<file path="config.mk">
export PLATFORM = sky130hd
export DESIGN_NAME = rgb_display_input
export DESIGN_NICKNAME = d
export VERILOG_FILES = /design/src/rtl/rgb_input_pkg.sv /design/src/rtl/rgb_display_input.sv
export VERILOG_INCLUDE_DIRS = /design/src /design/src/rtl
export SDC_FILE = /design/constraint.sdc
export NUM_CORES = 1
export LEC_CHECK = 0
export BUFFER_PORTS_ARGS = -buffer_cell sky130_fd_sc_hd__buf_2
export CAP_MARGIN = 10
export CORE_MARGIN = 8
export CORE_UTILIZATION = 60
export DETAILED_ROUTE_END_ITERATION = 8
export GPL_ROUTABILITY_DRIVEN = 0
export PLACE_DENSITY_LB_ADDON = 0.05
export SLEW_MARGIN = 0
export SYNTH_ARGS = -nofsm -noshare
export SYNTH_HDL_FRONTEND = slang
export SYNTH_SLANG_ARGS = --single-unit
</file>
<file path="constraint.sdc">
create_clock -name i_clk_sys -period 6.8 [get_ports i_clk_sys]
set_input_delay 1.36 -clock i_clk_sys [delete_from_list [all_inputs] [get_ports i_clk_sys]]
set_output_delay 1.36 -clock i_clk_sys [all_outputs]
set_load 0.01 [all_outputs]
</file>
<file path="src/rtl/rgb_input_regs.svh">
// timing counts and field positions of the rgb display input
`ifndef RGB_INPUT_REGS_SVH
`define RGB_INPUT_REGS_SVH
`define BLUE_LSB           0
`define GREEN_LSB          6
`define RED_LSB            12
`define CHAN_W             6
`define PIX_W              18
`define RED_PIN            20
`define GREEN_PIN          10
`define BLUE_PIN           0
`define CTL_IDLE           4'hB
`define DLY_IDLE           3'h3
`define ACTIVE_PIXELS      9'h0F0
`define ACTIVE_LINES       9'h140
`define GAMMA_SHIFT        3'h2
`define STBY_FRAMES        5'h14
`define WAKE_FRAMES        5'h01
`endif

</file>
<file path="src/rtl/rgb_input_pkg.sv">
// types of the rgb display input
package rgb_input_pkg;
    typedef enum logic [3:0] {
        ST_WAIT_SYNC = 4'h1,
        ST_RUN       = 4'h2,
        ST_STBY_IN   = 4'h4,
        ST_STANDBY   = 4'h8
    } pwr_state_type;
endpackage

</file>
<file path="src/rtl/rgb_display_input.sv">
// receiving logic of a parallel 6-bit rgb pixel input
`timescale 1ns/10ps
`include "rgb_input_regs.svh"
// Function
// - horizontal sync is active low; low level marks line start.
// - vertical sync is active low; low level marks frame start.
// - low reset input resets all internal logic.
// - blue is data bits 0..5, bit 0 least significant.
// - green is data bits 10..15, bit 10 least significant.
// - red is data bits 20..25, bit 20 least significant.
// - zero code is black; module applies its own gamma conversion.
// - pixel data is valid only while data enable is high.
// - standby input high means normal, low means standby.
// - operation starts only after dot clock and vertical sync arrive.
module rgb_display_input (
    input  wire logic        i_clk_sys,
    input  wire logic        i_rst_b,
    input  wire logic        i_hsync_n,
    input  wire logic        i_vsync_n,
    input  wire logic        i_de,
    input  wire logic [25:0] i_data,
    input  wire logic        i_standby_n_in,
    input  wire logic        i_pix_ready,
    output logic             o_pix_valid,
    output logic [17:0]      o_pix_data,
    output logic             o_line_start,
    output logic             o_frame_start,
    output logic [8:0]       o_line_count,
    output logic [8:0]       o_pixel_count,
    output logic             o_display_on,
    output logic             o_standby,
    output logic             o_overflow
);
    // pins cross two flops before use; a third stage keeps syncs in step with data
    logic [3:0]  ctl1_r, ctl2_r, ctl3_r, ctl1_nxt, ctl2_nxt, ctl3_nxt;
    logic [2:0]  dly_r, dly_nxt;
    logic [17:0] dat1_r, dat2_r, dat3_r, dat1_nxt, dat2_nxt, dat3_nxt;
    logic        hs_n, vs_n, de, stby_n, hs_n_d, vs_n_d, de_d;
    logic [17:0] pix_in;
    rgb_input_pkg::pwr_state_type st_r, st_nxt;
    logic [4:0]  frm_r, frm_nxt;
    logic [8:0]  line_r, line_nxt, px_r, px_nxt;
    logic        ls_r, ls_nxt, fs_r, fs_nxt, ovf_r, ovf_nxt, seen_r, seen_nxt;
    // two-entry buffer
    logic [17:0] buf_r [2];
    logic [17:0] buf_nxt [2];
    logic [1:0]  cnt_r, cnt_nxt;
    logic        rd_r, rd_nxt, wr_r, wr_nxt;
    logic        push, pop, accept;
    // output copies so every port leaves from its own flop
    logic        pv_r, pv_nxt, on_r, on_nxt, sb_r, sb_nxt;
    logic [17:0] pd_r, pd_nxt;

    function automatic logic [5:0] gamma(input logic [5:0] c);
        logic [11:0] sq;
        // square of a 6-bit code needs twelve bits
        sq = ({6'h00, c} * {6'h00, c}) >> 6;
        // cheap square-law curve, zero stays black
        gamma = 6'(({6'h00, c} + sq) >> 1);
    endfunction

    assign hs_n   = ctl3_r[0];
    assign vs_n   = ctl3_r[1];
    assign de     = ctl3_r[2];
    assign stby_n = ctl2_r[3];
    assign hs_n_d = dly_r[0];
    assign vs_n_d = dly_r[1];
    assign de_d   = dly_r[2];
    always_comb begin
        ctl1_nxt = {i_standby_n_in, i_de, i_vsync_n, i_hsync_n};
        ctl2_nxt = ctl1_r;
        ctl3_nxt = ctl2_r;
        dly_nxt  = ctl3_r[2:0];
        dat1_nxt = {i_data[`RED_PIN+:`CHAN_W], i_data[`GREEN_PIN+:`CHAN_W],
                    i_data[`BLUE_PIN+:`CHAN_W]};
        dat2_nxt = dat1_r;
        dat3_nxt = dat2_r;
    end
    // pixel field of the third data stage
    assign pix_in = {gamma(dat3_r[`RED_LSB+:`CHAN_W]),
                     gamma(dat3_r[`GREEN_LSB+:`CHAN_W]),
                     gamma(dat3_r[`BLUE_LSB+:`CHAN_W])};

    always_comb begin
        st_nxt   = st_r;
        frm_nxt  = frm_r;
        line_nxt = line_r;
        px_nxt   = px_r;
        seen_nxt = seen_r;
        ls_nxt   = !hs_n && hs_n_d;
        fs_nxt   = !vs_n && vs_n_d;
        ovf_nxt  = ovf_r;
        if (fs_nxt) begin
            line_nxt = 9'h000;
        end else if (de_d && !de && line_r != 9'h1FF) begin
            line_nxt = line_r + 9'h001;
        end
        if (!de) begin
            px_nxt = 9'h000;
        end else if (px_r != 9'h1FF) begin
            px_nxt = px_r + 9'h001;
        end
        case (st_r)
            rgb_input_pkg::ST_WAIT_SYNC: begin
                // counters need a live vsync before pixels are taken
                if (fs_nxt && stby_n) begin
                    st_nxt = rgb_input_pkg::ST_RUN;
                end
            end
            rgb_input_pkg::ST_RUN: begin
                if (!stby_n) begin
                    st_nxt  = rgb_input_pkg::ST_STBY_IN;
                    frm_nxt = 5'h00;
                end
            end
            rgb_input_pkg::ST_STBY_IN: begin
                if (stby_n) begin
                    st_nxt = rgb_input_pkg::ST_WAIT_SYNC;
                end else if (fs_nxt) begin
                    frm_nxt = frm_r + 5'h01;
                    if (frm_r + 5'h01 >= `STBY_FRAMES) begin
                        st_nxt = rgb_input_pkg::ST_STANDBY;
                    end
                end
            end
            rgb_input_pkg::ST_STANDBY: begin
                if (stby_n) begin
                    st_nxt = rgb_input_pkg::ST_WAIT_SYNC;
                end
            end
            default: st_nxt = rgb_input_pkg::ST_WAIT_SYNC;
        endcase
        if (push && !accept) begin
            ovf_nxt = 1'b1;
        end
        seen_nxt = seen_r | fs_nxt;
        on_nxt   = st_nxt == rgb_input_pkg::ST_RUN;
        sb_nxt   = st_nxt == rgb_input_pkg::ST_STANDBY;
    end

    // pixels taken only with enable high while running
    assign push   = de && st_r == rgb_input_pkg::ST_RUN
                    && px_r < `ACTIVE_PIXELS;
    // a full buffer still takes a word when one leaves in the same cycle
    assign accept = cnt_r != 2'h2 || pop;
    assign pop    = o_pix_valid && i_pix_ready;

    always_comb begin
        buf_nxt[0] = buf_r[0];
        buf_nxt[1] = buf_r[1];
        cnt_nxt    = cnt_r;
        rd_nxt     = rd_r;
        wr_nxt     = wr_r;
        if (push && accept) begin
            buf_nxt[wr_r] = pix_in;
            wr_nxt        = !wr_r;
        end
        if (pop) begin
            rd_nxt = !rd_r;
        end
        cnt_nxt = cnt_r + {1'b0, push && accept} - {1'b0, pop};
        pv_nxt  = cnt_nxt != 2'h0;
        pd_nxt  = buf_nxt[rd_nxt];
    end

    always_ff @(posedge i_clk_sys) begin
        if (!i_rst_b) begin
            ctl1_r <= `CTL_IDLE;
            ctl2_r <= `CTL_IDLE;
            ctl3_r <= `CTL_IDLE;
            dly_r  <= `DLY_IDLE;
            dat1_r <= 18'h00000;
            dat2_r <= 18'h00000;
            dat3_r <= 18'h00000;
            st_r   <= rgb_input_pkg::ST_WAIT_SYNC;
            frm_r  <= 5'h00;
            line_r <= 9'h000;
            px_r   <= 9'h000;
            ls_r   <= 1'b0;
            fs_r   <= 1'b0;
            ovf_r  <= 1'b0;
            seen_r <= 1'b0;
            buf_r[0] <= 18'h00000;
            buf_r[1] <= 18'h00000;
            cnt_r  <= 2'h0;
            rd_r   <= 1'b0;
            wr_r   <= 1'b0;
            pv_r   <= 1'b0;
            pd_r   <= 18'h00000;
            on_r   <= 1'b0;
            sb_r   <= 1'b0;
        end else begin
            ctl1_r <= ctl1_nxt;
            ctl2_r <= ctl2_nxt;
            ctl3_r <= ctl3_nxt;
            dly_r  <= dly_nxt;
            dat1_r <= dat1_nxt;
            dat2_r <= dat2_nxt;
            dat3_r <= dat3_nxt;
            st_r   <= st_nxt;
            frm_r  <= frm_nxt;
            line_r <= line_nxt;
            px_r   <= px_nxt;
            ls_r   <= ls_nxt;
            fs_r   <= fs_nxt;
            ovf_r  <= ovf_nxt;
            seen_r <= seen_nxt;
            buf_r[0] <= buf_nxt[0];
            buf_r[1] <= buf_nxt[1];
            cnt_r  <= cnt_nxt;
            rd_r   <= rd_nxt;
            wr_r   <= wr_nxt;
            pv_r   <= pv_nxt;
            pd_r   <= pd_nxt;
            on_r   <= on_nxt;
            sb_r   <= sb_nxt;
        end
    end

    // outputs straight from flops
    assign o_pix_valid   = pv_r;
    assign o_pix_data    = pd_r;
    assign o_line_start  = ls_r;
    assign o_frame_start = fs_r;
    assign o_line_count  = line_r;
    assign o_pixel_count = px_r;
    assign o_display_on  = on_r;
    assign o_standby     = sb_r;
    assign o_overflow    = ovf_r;
endmodule // rgb_display_input

</file>
Word-level counts from Yosys, hierarchy flattened
Memory sizes are Yosys's and may differ from the RTL's.
Index checks and enable logic that the tools add are counted.

storage, ports and cells
  register bits after elaboration = 123
  latch bits = 0
  memory bits (writable) = 36
  bits in read-only memories = 0
  word-level logic and storage cells = 101
  memories kept = 1

cells by class
  $add $sub $neg = 8
  multiply operators = 3
  div/mod/pow operators = 0
  order comparisons = 5
  equal/unequal tests = 12
  shift-type cells = 0
  muxes and demuxes = 23
  bitwise logic cells = 5
  reductions and logical operators = 23

memories
  memory  depth  bits a word  rd ports  clocked after Yosys merged registers in  write ports  line                     text
  buf_r   2      18           2         0                                        2            rgb_display_input.sv:45  logic [17:0] buf_r [2];

operator list
  cell                                                                          number
  18-bit 2-to-1 mux                                                             6
  36-bit bitwise mux                                                            1
  6-bit by 6-bit multiplier with 12-bit output                                  3
  36-bit 2-to-1 mux                                                             1
  4-bit 2-to-1 mux                                                              6
  6-bit by 6-bit adder with 7-bit output                                        3
  9-bit by 1-bit adder with 9-bit output, second input constant                 2
  18-bit demux with 1-bit select                                                1
  9-bit != test, second input constant                                          2
  4-bit one-hot mux with 4 select lines                                         1
  5-bit 2-to-1 mux                                                              3
  1-bit logical AND                                                             11
  5-bit one-hot mux with 2 select lines                                         1
  9-bit by 8-bit less-than comparator with 1-bit output, second input constant  1
  4-bit by 2-bit equality test with 1-bit output, second input constant         2
  4-bit equality test, second input constant                                    2
  2-bit != test, second input constant                                          4
  1-bit zero test                                                               6
  5-bit by 1-bit adder with 5-bit output, second input constant                 1
  5-bit greater-or-equal comparator, second input constant                      1
  4-bit by 1-bit equality test with 1-bit output, second input constant         1
  4-bit by 3-bit equality test with 1-bit output, second input constant         1
  2-bit greater-or-equal comparator, second input constant                      2
  1-bit inverter with 2-bit output                                              2
  11 further kinds                                                              15

Logic depth before layout (Yosys ltp)
  word-level depth = 10
  gate-level depth with buffers = 22
  gate-level depth less buffers = 22

Worst setup path before layout
OpenSTA, ideal clock, no wires.

  kind = register to register
  from = reg dat3_r[6]
  to = mem buf_r[0][10]
  library setup time = 0.115 ns
  data arrival time = 4.602 ns
  path slack = 2.083 ns
  stages on the path, launching flop included = 20
  period minus slack after synthesis = 4.717 ns
  path through = dfxtp_1 and2_1 fa_1 inv_1 fa_1 inv_1 fa_1 ha_1 and4b_1 a211oi_1 nor2_1 nor3_1 nor2_1 ha_1 nand4_1 or3_1 and3_1 nor3b_1 o31ai_1 and2_1

RTL lines
  item                    line                      text
  start, declared         rgb_display_input.sv:37   logic [17:0] dat1_r, dat2_r, dat3_r, dat1_nxt, dat2_nxt, dat3_nxt;
  start signal, assigned  rgb_display_input.sv:199  dat3_r <= dat3_nxt;
  end, declared           rgb_display_input.sv:45

==> metrics.log <==
INFO  metric finalHoldViolations = 0
INFO  metric viasPerCell = 5.35
INFO  metric layout-area-overhead-vs-synth = 12.3%
INFO  metric drv_slew = 0
INFO  metric worstRegToRegCells = 19
INFO  metric fmax = 191 MHz
INFO  metric synthCells = 909
INFO  metric synth_sequential_area_ratio = 38.4%
INFO  metric cts_tree = yes
INFO  metric worst_hold_startpoint = ctl1_r[0]
INFO  metric number_of_register_bits_inferred_by_synthesis = 159
INFO  metric pin_slew_with_the_least_headroom_to_its_limit = 1.17 ns
INFO  metric cap_viol_max_count = 0
INFO  metric synth_compound_gate_area_share = 10.8%
INFO  metric p_leak = 4.30 nW
INFO  metric postSynthNetCount = 1028
INFO  metric power_per_cell_area = 214 mW/mm²
INFO  metric yosys_warnings = 0
INFO  metric period_share = 77.0%
INFO  metric fp-row-count = 43
INFO  metric ys_async_sr_fraction = 0%
INFO  metric reg2reg_setup_slack = 1.56 ns
INFO  metric grt_max_degree = 99
INFO  metric post_cts_resize_count = 0
INFO  metric synth_top_family_by_area = simple AND/OR/NAND/NOR gates
INFO  metric groute.usage.overall = 18.3%
INFO  metric route.vias.total = 6173
INFO  metric globalRouteOverflowTotal = 0
INFO  metric synth_top_area_cell = sky130_fd_sc_hd__dfxtp_1
INFO  metric drt_drc_violations_left = 0
INFO  metric ys_dominant_reg_cell = sky130_fd_sc_hd__dfxtp_1
INFO  metric crit_fanout = 9
INFO  metric number_of_different_library_cells_in_the_post_synthesis_netlist = 59
INFO  metric postCtsSetupRepairBufs = 0
INFO  metric num_ports = 75
INFO  metric drtPass1Iterations = 4
INFO  metric post_synth_xor_area_fraction = 4.45%
INFO  metric worst_r2r_endpoint = buf_r[0][4]
INFO  metric floorplan.die_area = 0.0178 mm²
INFO  metric floorplan.die.width = 134 µm
INFO  metric dr.first_iter.drc_count = 344
INFO  metric post_cts_hold_buffer_count = 0
INFO  metric layout_min_cycle_time = 5.24 ns
INFO  metric timing.setup.critical_path_class = reg -> reg
INFO  metric portBuffers = 66
INFO  metric synthAdderAreaFrac = 15.4%
INFO  metric hold_class = reg -> reg
INFO  metric yosys-mux-area-fraction = 2.17%
INFO  metric power.combinational.fraction = 3.3%
INFO  metric whs_path_depth = 1
INFO  metric clock_sink_count = 159
INFO  metric grt_setup_unrepaired = no
INFO  metric finalInstanceArea = 0.00931 mm²
INFO  metric avgRoutedWirePerCell = 13.7 µm
INFO  metric end_kind = register
INFO  metric simple_gate_fraction_of_synth_area = 23.6%
INFO  metric worst_slew_margin_rel = 21.9%
INFO  metric nNetsFinal = 1080
INFO  metric global_route_wire_length_before_repair = 27200 µm
INFO  metric ctsRootBufferMaster = sky130_fd_sc_hd__clkbuf_16
INFO  metric max_buffers_root_to_sink = 2
INFO  metric clock_skew = 0.00785 ns
INFO  metric chipHeight = 134 µm
INFO  metric postPlaceCellArea = 0.00870 mm²
INFO  metric switchingPower = 0.447 mW
INFO  metric core_region_area = 0.0137 mm²
INFO  metric r2r_start = dat3_r[3]
INFO  metric antenna_found_initial = 0
INFO  metric cts.htree.levels = 4
INFO  metric power_consumption = 1.99 mW
INFO  metric setup_viol = 0
INFO  metric power.switching_fraction = 22.5%
INFO  metric diodes = 0
INFO  metric power.internal = 1.54 mW
INFO  metric hold_end = ctl2_r[0]
INFO  metric layout.cells.most_common = sky130_fd_sc_hd__dfxtp_1
INFO  metric start_util = 60.6%
INFO  metric ir_worst_vdd = 0.000216 V
INFO  metric final_antenna_net_count = 0
INFO  metric most-common-layout-cells = 159 x sky130_fd_sc_hd__dfxtp_1, 98 x sky130_fd_sc_hd__and2_1, 87 x sky130_fd_sc_hd__nand2_1
INFO  metric synthTopCellsByArea = sky130_fd_sc_hd__dfxtp_1 38%, sky130_fd_sc_hd__ha_1 8.9%, sky130_fd_sc_hd__and2_1 7.4%
INFO  metric dpl.cell_count = 1122
INFO  metric power.clock.fraction = 48.6%
INFO  metric seqPwrFrac = 48.2%
INFO  metric synth_area_per_cell = 9.12 µm²
INFO  metric timing.critical_path.arrival = 5.54 ns
INFO  metric status = complete, no violations
INFO  metric final_cell_count_no_fill = 1154
INFO  metric cts_buffers = 17
INFO  metric clk_transition_reported_paths = 0.07 ns
INFO  metric setup_tns = 0 ns
INFO  metric post_route_cells_drive_above_1_share = 11.0%
INFO  metric dpl_wire_length = 11500 µm
INFO  metric clk_latency = 0.42 ns
INFO  metric post_synth_instance_area = 0.00829 mm²
INFO  metric cp_data_required_time = 7.11 ns
INFO  metric synth_edf_count = 0
INFO  metric timing.critical_path.from_type = register
INFO  metric first_global_vias = 6052
INFO  metric yosys.area.top_type_share = 38.4%
INFO  metric wirelength = 15900 µm
==> routing by layer <==
metal  share of wire [%]  global-route usage [%]  wire length (µm)
met2                  49                    31.1              7790
met3                 4.0                    4.48               634
met5                   0                       0                 0
met4                 1.5                    6.86               240
met1                  45                    21.8              7190
==> worst max-delay path by stage <==
stage,slack (ns),endpoint,from
6_report,1.56,buf_r[0][4],dat3_r[3]
5_1_grt,1.06,o_pix_data[5],dat3_r[3]
4_1_cts,1.54,buf_r[0][4],dat3_r[3]
3_5_place_dp,1.55,buf_r[0][4],dat3_r[3]
3_3_place_gp,1.73,buf_r[0][4],dat3_r[3]
2_1_floorplan,2.08,buf_r[0][10],dat3_r[6]
==> worst max-delay path: stages, from the launching register on <==
cell                       delay (ns)
sky130_fd_sc_hd__dfxtp_1         0.55
sky130_fd_sc_hd__inv_1           0.15
sky130_fd_sc_hd__nor2_1          0.15
sky130_fd_sc_hd__fa_1            0.42
sky130_fd_sc_hd__inv_1           0.11
sky130_fd_sc_hd__fa_1            0.41
sky130_fd_sc_hd__inv_1           0.09
sky130_fd_sc_hd__fa_1            0.40
sky130_fd_sc_hd__ha_1            0.29
sky130_fd_sc_hd__and4b_1         0.26
sky130_fd_sc_hd__a211oi_1        0.09
sky130_fd_sc_hd__nor2_1          0.26
sky130_fd_sc_hd__o21a_1          0.18
sky130_fd_sc_hd__nor2_1          0.05
sky130_fd_sc_hd__ha_1            0.36
sky130_fd_sc_hd__nand2_1         0.07
sky130_fd_sc_hd__nor4bb_1        0.51
sky130_fd_sc_hd__o41a_1          0.37
sky130_fd_sc_hd__nor3_1          0.11
sky130_fd_sc_hd__a211o_1         0.31
==> state kept, by name (all words and copies together) (netlist names), 2 cells and up <==
name           count
frm_r              5
o_pixel_count      9
o_pix_data        18
st_r               4
dat2_r            18
dat1_r            18
ctl2_r             4
ctl1_r             4
cnt_r              2
o_line_count       9
buf_r             36
dat3_r            18
dly_r              3
ctl3_r             3
==> cell type report <==
cell class / instances / area (µm²)
Fill cell: 1107 / 4350
Clock inverter: 14 / 170
Clock buffer: 18 / 439
Timing Repair Buffer: 67 / 340
Multi-Input combinational cell: 643 / 4680
Tap cell: 180 / 225
Sequential cell: 159 / 3180
Inverter: 73 / 274
==> logic make-up (layout without fill, tap and decap cells) <==
group / Yosys count / after routing
buffers and inverters: 107 / 172
AO/OA/AOI/OAI: 132 / 132
AND/OR/NAND/NOR: 367 / 367
adder cells (fa/ha/maj): 86 / 86
multiplexers: 18 / 18
XOR/XNOR: 40 / 40
flip-flops: 159 / 159
==> power by group through the flow <==
stage / logic, mW / clock network, mW / registers (mW)
6_report: 0.0648 / 0.966 / 0.958
5_1_grt: 0.0737 / 1.03 / 0.959
4_1_cts: 0.0655 / 0.984 / 0.958
3_5_place_dp: 0.0651 / 0 / 0.979
3_3_place_gp: 0.0622 / 0 / 0.978
2_1_floorplan: 0.0476 / 0 / 0.975
==> synth_stat cells, types with 2 or more instances <==
cell type and count:
sky130_fd_sc_hd__and4b_1 5, sky130_fd_sc_hd__a21boi_0 13, sky130_fd_sc_hd__a21oi_1 28, sky130_fd_sc_hd__and4_1 2, sky130_fd_sc_hd__inv_1 73, sky130_fd_sc_hd__nand2b_1 16
sky130_fd_sc_hd__o211a_1 7, sky130_fd_sc_hd__a31oi_1 3, sky130_fd_sc_hd__a211oi_1 6, sky130_fd_sc_hd__and2_1 98, sky130_fd_sc_hd__o22ai_1 4, sky130_fd_sc_hd__clkbuf_1 25
sky130_fd_sc_hd__nor3_1 22, sky130_fd_sc_hd__nand2_1 87, sky130_fd_sc_hd__mux2i_1 18, sky130_fd_sc_hd__o21a_1 7, sky130_fd_sc_hd__and3_1 10, sky130_fd_sc_hd__o21ai_0 32
sky130_fd_sc_hd__o31ai_1 6, sky130_fd_sc_hd__ha_1 59, sky130_fd_sc_hd__or3_1 9, sky130_fd_sc_hd__o41ai_1 2, sky130_fd_sc_hd__nor2_1 55, sky130_fd_sc_hd__xnor2_1 29
sky130_fd_sc_hd__buf_2 7, sky130_fd_sc_hd__nand4b_1 2, sky130_fd_sc_hd__buf_6 2, sky130_fd_sc_hd__nand4_1 6, sky130_fd_sc_hd__o221ai_1 3, sky130_fd_sc_hd__nor2b_1 21
sky130_fd_sc_hd__dfxtp_1 159, sky130_fd_sc_hd__o2bb2ai_1 2, sky130_fd_sc_hd__o21bai_1 2, sky130_fd_sc_hd__fa_1 27, sky130_fd_sc_hd__nand3_1 19, sky130_fd_sc_hd__xor2_1 10
sky130_fd_sc_hd__nor3b_1 3, sky130_fd_sc_hd__a21o_1 9
==> per-stage QoR <==
step / hold slack [ns] / worst slack (ns) / utilization, %
floorplan: 0.386 / 2.08 / -
global placement: 0.389 / 1.73 / 63.7
detailed placement: 0.392 / 1.55 / 63.7
CTS: 0.409 / 1.54 / 68.1
global route: 0.417 / 1.06 / 68.1
finish: 0.406 / 1.56 / 68.1
Power figures use the tool's default switching activity.
